===== src/shared/crsu_defines.vh =====
// register reset values, flag positions and stack constants of the cpu register unit
`ifndef CRSU_DEFINES_VH
`define CRSU_DEFINES_VH
// condition flag bit positions
`define CRSU_BIT_CARRY 0
`define CRSU_BIT_ZERO 1
`define CRSU_BIT_NEG 2
`define CRSU_BIT_PRIO_LO 3
`define CRSU_BIT_HALF 4
`define CRSU_BIT_PRIO_HI 5
// reset values (undefined flag bits 7 and 6 are reset to one)
`define CRSU_FLAGS_RST 8'hE8
`define CRSU_SP_RST 16'h01FF
`define CRSU_SP_HIGH 8'h01
`define CRSU_SP_LOW_RST 8'hFF
`define CRSU_PRIO_DISABLE 2'h3
// register select codes for the load/store port
`define CRSU_SEL_ACC 3'h0
`define CRSU_SEL_IDX1 3'h1
`define CRSU_SEL_IDX2 3'h2
`define CRSU_SEL_SPLO 3'h3
`define CRSU_SEL_FLAGS 3'h4
`define CRSU_SEL_PCLO 3'h5
`define CRSU_SEL_PCHI 3'h6
// stack operation codes
`define CRSU_STK_NONE 3'h0
`define CRSU_STK_PUSH 3'h1
`define CRSU_STK_POP 3'h2
`define CRSU_STK_IRQ 3'h3
`define CRSU_STK_INTERRUPT_RETURN_INSTR 3'h4
`define CRSU_STK_CALL 3'h5
`define CRSU_STK_RET 3'h6
`define CRSU_STK_RSP 3'h7
// context sizes in stack bytes
`define CRSU_CTX_IRQ 3'h5
`define CRSU_CTX_CALL 3'h2
`endif


===== src/logic/crsu_byte_reg.v =====
// one 8-bit architectural register with a write strobe
`timescale 1ns/1ps
module crsu_byte_reg #(
  parameter [7:0] RST_VAL = 8'h00
) (
  // clock and reset
  input wire clk_sys_i,
  input wire reset_n_i,
  // write port
  input wire wr_en_i,
  input wire [7:0] wr_data_i,
  // contents
  output wire [7:0] value_o
);
  reg [7:0] value_ff;
  // -----------------------------
  // storage
  // -----------------------------
  // plain load, reset to a constant so a sim never starts with x
  always @(posedge clk_sys_i) begin
    if (!reset_n_i) begin
      value_ff <= RST_VAL;
    end else if (wr_en_i) begin
      value_ff <= wr_data_i;
    end
  end
  assign value_o = value_ff;
endmodule // crsu_byte_reg


===== src/logic/crsu_flag_calc.v =====
// computes next condition flags from an alu result and flag-update controls
`timescale 1ns/1ps
`include "crsu_defines.vh"
module crsu_flag_calc (
  // current flags
  input wire [7:0] flags_i,
  // alu result side
  input wire alu_upd_i,
  input wire [7:0] alu_result_i,
  input wire alu_carry_upd_i,
  input wire alu_carry_i,
  input wire alu_half_upd_i,
  input wire alu_half_i,
  // carry instructions
  input wire set_carry_instr_i,
  input wire clear_carry_instr_i,
  // result
  output reg [7:0] flags_o
);
  // -----------------------------
  // flag merge
  // -----------------------------
  // priority bits pass untouched, only result flags move here
  always @* begin
    flags_o = flags_i;
    if (alu_upd_i) begin
      flags_o[`CRSU_BIT_NEG] = alu_result_i[7];
      flags_o[`CRSU_BIT_ZERO] = (alu_result_i == 8'h00);
    end
    if (alu_half_upd_i) begin
      flags_o[`CRSU_BIT_HALF] = alu_half_i;
    end
    // carry from arithmetic, shift, rotate and bit-test; dedicated ops win
    if (alu_carry_upd_i) begin
      flags_o[`CRSU_BIT_CARRY] = alu_carry_i;
    end
    if (set_carry_instr_i) begin
      flags_o[`CRSU_BIT_CARRY] = 1'b1;
    end else if (clear_carry_instr_i) begin
      flags_o[`CRSU_BIT_CARRY] = 1'b0;
    end
  end
endmodule // crsu_flag_calc


===== src/logic/crsu_register_unit.v =====
// architectural register set and stack sequencer of an 8-bit core
`timescale 1ns/1ps
`include "crsu_defines.vh"
module crsu_register_unit (
  // clock and reset
  input wire clk_sys_i,
  input wire reset_n_i,
  // direct register load/store from the execution logic
  input wire reg_wr_i,
  input wire [2:0] reg_sel_i,
  input wire [7:0] reg_wdata_i,
  output reg [7:0] reg_rdata_o,
  // program counter control
  input wire pc_load_i,
  input wire [15:0] pc_load_val_i,
  input wire pc_inc_i,
  // alu flag update
  input wire alu_upd_i,
  input wire [7:0] alu_result_i,
  input wire alu_carry_upd_i,
  input wire alu_carry_i,
  input wire alu_half_upd_i,
  input wire alu_half_i,
  input wire set_carry_instr_i,
  input wire clear_carry_instr_i,
  // priority bits control
  input wire prio_wr_i,
  input wire [1:0] prio_wdata_i,
  input wire [1:0] software_priority_regs_i,
  // stack operation request
  input wire stk_req_i,
  input wire [2:0] stk_op_i,
  input wire [2:0] stk_sel_i,
  input wire [15:0] irq_vector_i,
  output wire stk_busy_o,
  output reg stk_done_o,
  // stack memory port
  output reg mem_wr_o,
  output reg mem_rd_o,
  output reg [15:0] mem_addr_o,
  output reg [7:0] mem_wdata_o,
  input wire [7:0] mem_rdata_i,
  // register views
  output wire [7:0] accumulator_o,
  output wire [7:0] index1_o,
  output wire [7:0] index2_o,
  output wire [15:0] program_counter_o,
  output wire [7:0] condition_flags_o,
  output wire [15:0] stack_pointer_o
);
  // -----------------------------
  // state
  // -----------------------------
  localparam [1:0] ST_IDLE = 2'd0;
  localparam [1:0] ST_PUSH = 2'd1;
  localparam [1:0] ST_POPA = 2'd2;
  localparam [1:0] ST_POPD = 2'd3;

  reg [1:0] state_ff, nxt_state;
  reg [2:0] op_ff, nxt_op;
  reg [2:0] sel_ff, nxt_sel;
  reg [2:0] cnt_ff, nxt_cnt;
  reg [15:0] vec_ff, nxt_vec;
  reg [7:0] sp_low_ff, nxt_sp_low;
  reg [7:0] flags_ff, nxt_flags;
  reg [7:0] pc_low_ff, nxt_pc_low;
  reg [7:0] pc_high_ff, nxt_pc_high;

  wire [7:0] flags_alu;
  wire [15:0] stack_addr;
  wire [2:0] step;
  reg [2:0] ctx_slot;
  reg [7:0] ctx_byte;
  reg [7:0] push_byte;
  reg acc_wr, idx1_wr, idx2_wr;
  reg [7:0] acc_wd, idx1_wd, idx2_wd;

  // -----------------------------
  // plain data registers
  // -----------------------------
  // accumulator holds alu operands and results
  crsu_byte_reg #(.RST_VAL(8'h00)) u_acc (
    .clk_sys_i(clk_sys_i),
    .reset_n_i(reset_n_i),
    .wr_en_i(acc_wr),
    .wr_data_i(acc_wd),
    .value_o(accumulator_o)
  );
  crsu_byte_reg #(.RST_VAL(8'h00)) u_idx1 (
    .clk_sys_i(clk_sys_i),
    .reset_n_i(reset_n_i),
    .wr_en_i(idx1_wr),
    .wr_data_i(idx1_wd),
    .value_o(index1_o)
  );
  // second index is outside the interrupt and call context; only single-byte push and pop reach it
  crsu_byte_reg #(.RST_VAL(8'h00)) u_idx2 (
    .clk_sys_i(clk_sys_i),
    .reset_n_i(reset_n_i),
    .wr_en_i(idx2_wr),
    .wr_data_i(idx2_wd),
    .value_o(index2_o)
  );

  crsu_flag_calc u_flags (
    .flags_i(flags_ff),
    .alu_upd_i(alu_upd_i),
    .alu_result_i(alu_result_i),
    .alu_carry_upd_i(alu_carry_upd_i),
    .alu_carry_i(alu_carry_i),
    .alu_half_upd_i(alu_half_upd_i),
    .alu_half_i(alu_half_i),
    .set_carry_instr_i(set_carry_instr_i),
    .clear_carry_instr_i(clear_carry_instr_i),
    .flags_o(flags_alu)
  );

  // -----------------------------
  // views and stack address
  // -----------------------------
  // upper stack byte is hard-wired, 256-byte stack
  assign stack_pointer_o = {`CRSU_SP_HIGH, sp_low_ff};
  assign program_counter_o = {pc_high_ff, pc_low_ff};
  assign condition_flags_o = flags_ff;
  assign stack_addr = stack_pointer_o;
  assign stk_busy_o = (state_ff != ST_IDLE);
  assign step = cnt_ff + 3'd1;

  // context slot for push index: 0 pcl,1 pch,2 x,3 a,4 flags; pops run reverse
  always @* begin
    ctx_slot = cnt_ff;
    if (op_ff == `CRSU_STK_INTERRUPT_RETURN_INSTR) begin
      ctx_slot = 3'd4 - cnt_ff;
    end else if (op_ff == `CRSU_STK_RET) begin
      ctx_slot = 3'd1 - cnt_ff;
    end
    case (ctx_slot)
      3'd0: ctx_byte = pc_low_ff;
      3'd1: ctx_byte = pc_high_ff;
      3'd2: ctx_byte = index1_o;
      3'd3: ctx_byte = accumulator_o;
      3'd4: ctx_byte = flags_ff;
      default: ctx_byte = 8'h00;
    endcase
  end

  // single-byte push source; a plain case keeps every register in the sensitivity
  always @* begin
    case (sel_ff)
      `CRSU_SEL_ACC: push_byte = accumulator_o;
      `CRSU_SEL_IDX1: push_byte = index1_o;
      `CRSU_SEL_IDX2: push_byte = index2_o;
      `CRSU_SEL_SPLO: push_byte = sp_low_ff;
      `CRSU_SEL_FLAGS: push_byte = flags_ff;
      `CRSU_SEL_PCLO: push_byte = pc_low_ff;
      `CRSU_SEL_PCHI: push_byte = pc_high_ff;
      default: push_byte = 8'h00;
    endcase
  end

  // -----------------------------
  // read port
  // -----------------------------
  // registers are not memory mapped; this select port is the only access
  always @* begin
    case (reg_sel_i)
      `CRSU_SEL_ACC: reg_rdata_o = accumulator_o;
      `CRSU_SEL_IDX1: reg_rdata_o = index1_o;
      `CRSU_SEL_IDX2: reg_rdata_o = index2_o;
      `CRSU_SEL_SPLO: reg_rdata_o = sp_low_ff;
      `CRSU_SEL_FLAGS: reg_rdata_o = flags_ff;
      `CRSU_SEL_PCLO: reg_rdata_o = pc_low_ff;
      `CRSU_SEL_PCHI: reg_rdata_o = pc_high_ff;
      default: reg_rdata_o = 8'h00;
    endcase
  end

  // -----------------------------
  // next-state logic
  // -----------------------------
  // stack sequencer pushes one byte per cycle and pops one byte per two cycles; direct writes apply only when idle
  always @* begin
    nxt_state = state_ff;
    nxt_op = op_ff;
    nxt_sel = sel_ff;
    nxt_cnt = cnt_ff;
    nxt_vec = vec_ff;
    nxt_sp_low = sp_low_ff;
    nxt_flags = flags_alu;
    nxt_pc_low = pc_low_ff;
    nxt_pc_high = pc_high_ff;
    acc_wr = 1'b0;
    idx1_wr = 1'b0;
    idx2_wr = 1'b0;
    acc_wd = reg_wdata_i;
    idx1_wd = reg_wdata_i;
    idx2_wd = reg_wdata_i;
    mem_wr_o = 1'b0;
    mem_rd_o = 1'b0;
    mem_addr_o = stack_addr;
    mem_wdata_o = 8'h00;
    stk_done_o = 1'b0;
    // program counter sequencing
    if (pc_load_i) begin
      {nxt_pc_high, nxt_pc_low} = pc_load_val_i;
    end else if (pc_inc_i) begin
      {nxt_pc_high, nxt_pc_low} = program_counter_o + 16'h0001;
    end
    // software writes to the priority pair (mask set/reset, halt, wait)
    if (prio_wr_i) begin
      nxt_flags[`CRSU_BIT_PRIO_HI] = prio_wdata_i[1];
      nxt_flags[`CRSU_BIT_PRIO_LO] = prio_wdata_i[0];
    end
    case (state_ff)
      ST_IDLE: begin
        if (reg_wr_i) begin
          case (reg_sel_i)
            `CRSU_SEL_ACC: acc_wr = 1'b1;
            `CRSU_SEL_IDX1: idx1_wr = 1'b1;
            `CRSU_SEL_IDX2: idx2_wr = 1'b1;
            `CRSU_SEL_SPLO: nxt_sp_low = reg_wdata_i;
            `CRSU_SEL_FLAGS: nxt_flags = reg_wdata_i;
            `CRSU_SEL_PCLO: nxt_pc_low = reg_wdata_i;
            `CRSU_SEL_PCHI: nxt_pc_high = reg_wdata_i;
            default: nxt_flags = flags_alu;
          endcase
        end
        if (stk_req_i) begin
          nxt_op = stk_op_i;
          nxt_sel = stk_sel_i;
          nxt_vec = irq_vector_i;
          nxt_cnt = 3'd0;
          case (stk_op_i)
            `CRSU_STK_PUSH, `CRSU_STK_IRQ, `CRSU_STK_CALL: nxt_state = ST_PUSH;
            `CRSU_STK_POP, `CRSU_STK_INTERRUPT_RETURN_INSTR, `CRSU_STK_RET: nxt_state = ST_POPA;
            `CRSU_STK_RSP: begin
              nxt_sp_low = `CRSU_SP_LOW_RST;
              stk_done_o = 1'b1;
            end
            default: nxt_state = ST_IDLE;
          endcase
        end
      end
      ST_PUSH: begin
        // write at the free slot, then decrement; 8-bit arithmetic wraps silently
        mem_wr_o = 1'b1;
        mem_wdata_o = (op_ff == `CRSU_STK_PUSH) ? push_byte : ctx_byte;
        nxt_sp_low = sp_low_ff - 8'h01;
        nxt_cnt = step;
        if ((op_ff == `CRSU_STK_PUSH) ||
            (op_ff == `CRSU_STK_CALL && step == `CRSU_CTX_CALL) ||
            (op_ff == `CRSU_STK_IRQ && step == `CRSU_CTX_IRQ)) begin
          nxt_state = ST_IDLE;
          stk_done_o = 1'b1;
          if (op_ff == `CRSU_STK_IRQ) begin
            // context saved: take vector and serviced level
            {nxt_pc_high, nxt_pc_low} = vec_ff;
            nxt_flags[`CRSU_BIT_PRIO_HI] = software_priority_regs_i[1];
            nxt_flags[`CRSU_BIT_PRIO_LO] = software_priority_regs_i[0];
          end
        end
      end
      ST_POPA: begin
        // increment before the read
        nxt_sp_low = sp_low_ff + 8'h01;
        nxt_state = ST_POPD;
      end
      ST_POPD: begin
        mem_rd_o = 1'b1;
        nxt_cnt = step;
        nxt_state = ST_POPA;
        if (op_ff == `CRSU_STK_POP) begin
          case (sel_ff)
            `CRSU_SEL_ACC: acc_wr = 1'b1;
            `CRSU_SEL_IDX1: idx1_wr = 1'b1;
            `CRSU_SEL_IDX2: idx2_wr = 1'b1;
            `CRSU_SEL_FLAGS: nxt_flags = mem_rdata_i;
            default: nxt_flags = flags_alu;
          endcase
          acc_wd = mem_rdata_i;
          idx1_wd = mem_rdata_i;
          idx2_wd = mem_rdata_i;
          nxt_state = ST_IDLE;
          stk_done_o = 1'b1;
        end else begin
          // return paths restore context; second index never touched
          case (ctx_slot)
            3'd0: nxt_pc_low = mem_rdata_i;
            3'd1: nxt_pc_high = mem_rdata_i;
            3'd2: idx1_wr = 1'b1;
            3'd3: acc_wr = 1'b1;
            3'd4: nxt_flags = mem_rdata_i;
            default: nxt_flags = flags_alu;
          endcase
          acc_wd = mem_rdata_i;
          idx1_wd = mem_rdata_i;
          if ((op_ff == `CRSU_STK_INTERRUPT_RETURN_INSTR && step == `CRSU_CTX_IRQ) ||
              (op_ff == `CRSU_STK_RET && step == `CRSU_CTX_CALL)) begin
            nxt_state = ST_IDLE;
            stk_done_o = 1'b1;
          end
        end
      end
      default: nxt_state = ST_IDLE;
    endcase
  end

  // -----------------------------
  // registers
  // -----------------------------
  // undefined flag bits 7,6 come up one; reset loads ones into bits 7,6,5,3
  always @(posedge clk_sys_i) begin
    if (!reset_n_i) begin
      state_ff <= ST_IDLE;
      op_ff <= `CRSU_STK_NONE;
      sel_ff <= 3'h0;
      cnt_ff <= 3'h0;
      vec_ff <= 16'h0000;
      sp_low_ff <= `CRSU_SP_LOW_RST;
      flags_ff <= `CRSU_FLAGS_RST;
      pc_low_ff <= 8'h00;
      pc_high_ff <= 8'h00;
    end else begin
      state_ff <= nxt_state;
      op_ff <= nxt_op;
      sel_ff <= nxt_sel;
      cnt_ff <= nxt_cnt;
      vec_ff <= nxt_vec;
      sp_low_ff <= nxt_sp_low;
      flags_ff <= nxt_flags;
      pc_low_ff <= nxt_pc_low;
      pc_high_ff <= nxt_pc_high;
    end
  end
endmodule // crsu_register_unit


===== config.mk =====
export PLATFORM = sky130hd
export DESIGN_NAME = crsu_register_unit
export DESIGN_NICKNAME = d
export VERILOG_FILES = /design/src/logic/crsu_byte_reg.v /design/src/logic/crsu_flag_calc.v /design/src/logic/crsu_register_unit.v
export VERILOG_INCLUDE_DIRS = /design/src /design/src/shared
export SDC_FILE = /design/constraint.sdc
export NUM_CORES = 1
export LEC_CHECK = 0
export BUFFER_PORTS_ARGS = -buffer_cell sky130_fd_sc_hd__buf_2
export CORE_ASPECT_RATIO = 0.9
export CORE_MARGIN = 3
export CORE_UTILIZATION = 35
export CTS_CLUSTER_SIZE = 24
export DETAILED_ROUTE_END_ITERATION = 12
export HOLD_SLACK_MARGIN = 0.05
export MAX_ROUTING_LAYER = met4
export SLEW_MARGIN = 20
export SYNTH_ARGS = -nofsm -noshare
export SYNTH_HDL_FRONTEND = slang
export SYNTH_HIERARCHICAL = 1
export SYNTH_SLANG_ARGS = --single-unit

===== constraint.sdc =====
create_clock -name clk_sys_i -period 4.48 [get_ports clk_sys_i]
set_clock_uncertainty 0.15 [all_clocks]
set_input_delay 1.12 -clock clk_sys_i [delete_from_list [all_inputs] [get_ports clk_sys_i]]
set_output_delay 1.12 -clock clk_sys_i [all_outputs]
set_load 0.01 [all_outputs]

==> results.toml <==
[cells_and_area]
diodes = 0
fill_cells = 2124
post_route_cells_drive_above_1_share = 0.241
fin_util = 0.418
final_nets = 1147
area_growth_pct = 17.0
register_area_um2 = 1660
final_cell_mix = "buf_2, nand2_1, a21oi_1, dfxtp_1, nor2_1"
fin_area_um2 = 8390
final_common_cell = "buf_2"
multiInputGateArea_um2 = 4960
fin_cells = 1307

[outcome]
status = "finished, final reports clean"

[timing]
clock.fmax_mhz = 240
fin_tns_setup_ns = 0
finalSetupViolations = 0
max_slew_margin = 0.376
min_period_over_period = 0.928
rsz0062_at_grt = "no"
worstMarginPinSlew_ns = 0.931
slew_violations = 0
layout_setup_ws_ns = 0.321
hold_slack_ns = 0.310
hold_violations = 0
fin_crit_ns = 4.16

[setup_path]
critPathMaxFanout = 12
cp_slowest_cell = "ha_1"
cp.required_ns = 3.21
arrival_ns = 2.89
r2r-start = "op_ff[1]$_SDFFE_PN0P_"
cp_common_cell = "o21ai_1"
endpoint_kind = "output pin"
setup.worst_path.class = "flip-flop to output pin"
worstRegToRegCells = 9
crit_chain = "inv_1 -> ha_1 -> or3_1 -> a21oi_1 -> or2_2 -> o21ai_1 -> buf_4 -> o32a_1 -> o21ai_1 -> buf_2"
start_kind = "flip-flop"
cpPeakStageDelay_ns = 0.37
rrSetupSlack_ns = 1.36
worst_r2r_endpoint = "u_acc/value_o[1]$_SDFFE_PN0P_"

[clocking]
ctsRootBufferMaster = "clkbuf_16"
cts_made_buffers = 9
clkSinkCount = 83
clockBufferDepth = 2
cts_setup_buffers = 0
cts_tree = "done"
clkTransAtPathRegs_ns = 0.08
htree_levels = 3
worstSkewPairLatency_ns = 0.37

[pwr]
leakage_nw = 3.26
power-per-cell-area_nw_per_um2 = 451
vdd_drop_max_mv = 0.207
p_total_mw = 3.78

[drt]
wl_met3_um = 3910
firstDrtPassIters = 6
post_drt_wl_per_cell_um = 23.3
drt-vias-per-instance = 6.00
drt-initial-drc-count = 1037
dr_wl_met2_um = 12500
dr.max_layer_used = "met4"
drtAntennaViolNets = 0
wl_um = 30400
vias = 7843
wl_met1_um = 13200
drc = 0

[floorplan]
num_rows = 49
dieArea_um2 = 22200
core_area_um2 = 20000
start_util = 0.358
fp.dieH_um = 142
pin_count = 183
die_w_um = 157

[place]
gp_congestion = 1.00
dp_slack_ns = 0.640
dp_hpwl_um = 22900
placed_area_um2 = 8090
io_buffer_count = 166
dp.cells = 1291

[synth]
synth_async_sr_flop_share = 0
synth_area_leaders = "dfxtp_1, mux2i_1, a21oi_1, nand2_1, nor2_1"
ys_seq_elements = 83
syn_inst = 922
synth_warnings = 6
synth-edff-count = 0
avgSynthCellArea_um2 = 7.78
yosysSeqAreaShare = 0.232
synth_top_flop_cell = "dfxtp_1"
netlist_area_um2 = 7170
yosys.area.top_type = "dfxtp_1"
synth.top_cell.area_share = 0.232
yosysUniqueCellTypes = 86

[grt]
grt_max_degree = 42
grt_use_total = 0.276
antenna_found_initial = 0
grt_pass1_vias = 7172
grt_pass1_wl_um = 45300
globalRoute.totalOverflow = 0

[min_path]
min_from = "vec_ff[14]$_SDFFE_PN0P_"
min_to = "vec_ff[14]$_SDFFE_PN0P_"
hold_depth = 2
hp-class = "flip-flop to flip-flop"

[job]
drv_cap = 0
## how the worst max path moves through the flow
| stage | endpoint | cells past startpoint | startpoint | slack (ns) |
|---|---|---|---|---|
| after floorplan | reg_rdata_o[4] | 7 | reg_sel_i[0] | 0.51 |
| after global placement | reg_rdata_o[6] | 5 | reg_sel_i[0] | 0.71 |
| after detailed placement | reg_rdata_o[6] | 5 | reg_sel_i[0] | 0.64 |
| after CTS | mem_wdata_o[6] | 9 | cnt_ff[0]$_SDFFE_PN0P_ | 0.39 |
| after global routing | mem_wdata_o[6] | 10 | cnt_ff[0]$_SDFFE_PN0P_ | 0.07 |
| final | mem_wdata_o[3] | 10 | cnt_ff[0]$_SDFFE_PN0P_ | 0.32 |
## what timing repair did
item / 4_1_cts / 5_1_grt
hold buffers: 0 / 0
resized for setup: 0 / 1
setup endpoints to repair: 0 / 1
## routing by layer
| layer | vias up | global-route usage |
|---|---|---|
| met3 | 67 | 0.0866 |
| met1 | 3674 | 0.389 |
| met4 | 0 | 0.0801 |
| li1 | 3622 | - |
| met2 | 480 | 0.377 |
| met5 | - | - |
## area by class of cell
cell class              count  share of cell area
clock buffers               9              0.0268
flip-flops and latches     83               0.198
clock inverters             7             0.00910
well taps                 255              0.0380
multi-input cells         733               0.591
inverters                  24              0.0107
repair buffers            196               0.126
## power by group
| group | internal [mW] | switching (mW) | total, mW | leakage (nW) |
|---|---|---|---|---|
| combinational | 0.731 | 1.08 | 1.81 | 2.44 |
| sequential | 0.866 | 0.313 | 1.18 | 0.679 |
| clock | 0.398 | 0.391 | 0.788 | 0.149 |
## synth_stat cells (all sizes together) (16+ instances only)
| cell type | count |
|---|---|
| nor2b | 35 |
| buf | 46 |
| nand3 | 30 |
| nand2 | 98 |
| mux2i | 67 |
| clkbuf | 50 |
| nor2 | 72 |
| a221oi | 20 |
| nor3 | 17 |
| dfxtp | 83 |
| o21ai | 47 |
| inv | 21 |
| ha | 16 |
| a21oi | 84 |
## flip-flops by register name, indices dropped and copies added (netlist names)
name               flops
pc_high_ff             8
u_idx2/value_o         8
state_ff               2
sp_low_ff              8
condition_flags_o      8
u_acc/value_o          8
pc_low_ff              8
vec_ff                16
sel_ff                 3
u_idx1/value_o         8
cnt_ff                 3
op_ff                  3
## critical path: cells and delay by family, from the launching register on
kind | cells | cell delay (ns)
buffers and inverters | 3 | 0.45
and+or+nand+nor | 2 | 0.54
DFF | 1 | 0.33
AOI/OAI and AO/OA | 4 | 0.82
adders and majority gates | 1 | 0.37
## logic make-up (layout without fill, tap and decap cells)
group	Yosys count	count (layout)	share of synthesized area
other cells	2	16	0.00105
fa+ha+maj	17	17	0.0307
simple gates	306	306	0.209
xor+xnor	21	21	0.0256
compound gates	282	282	0.271
mux	91	91	0.146
buf+inv	120	236	0.0843
flops	83	83	0.232
Note: power is estimated with default switching activity, not from simulation.
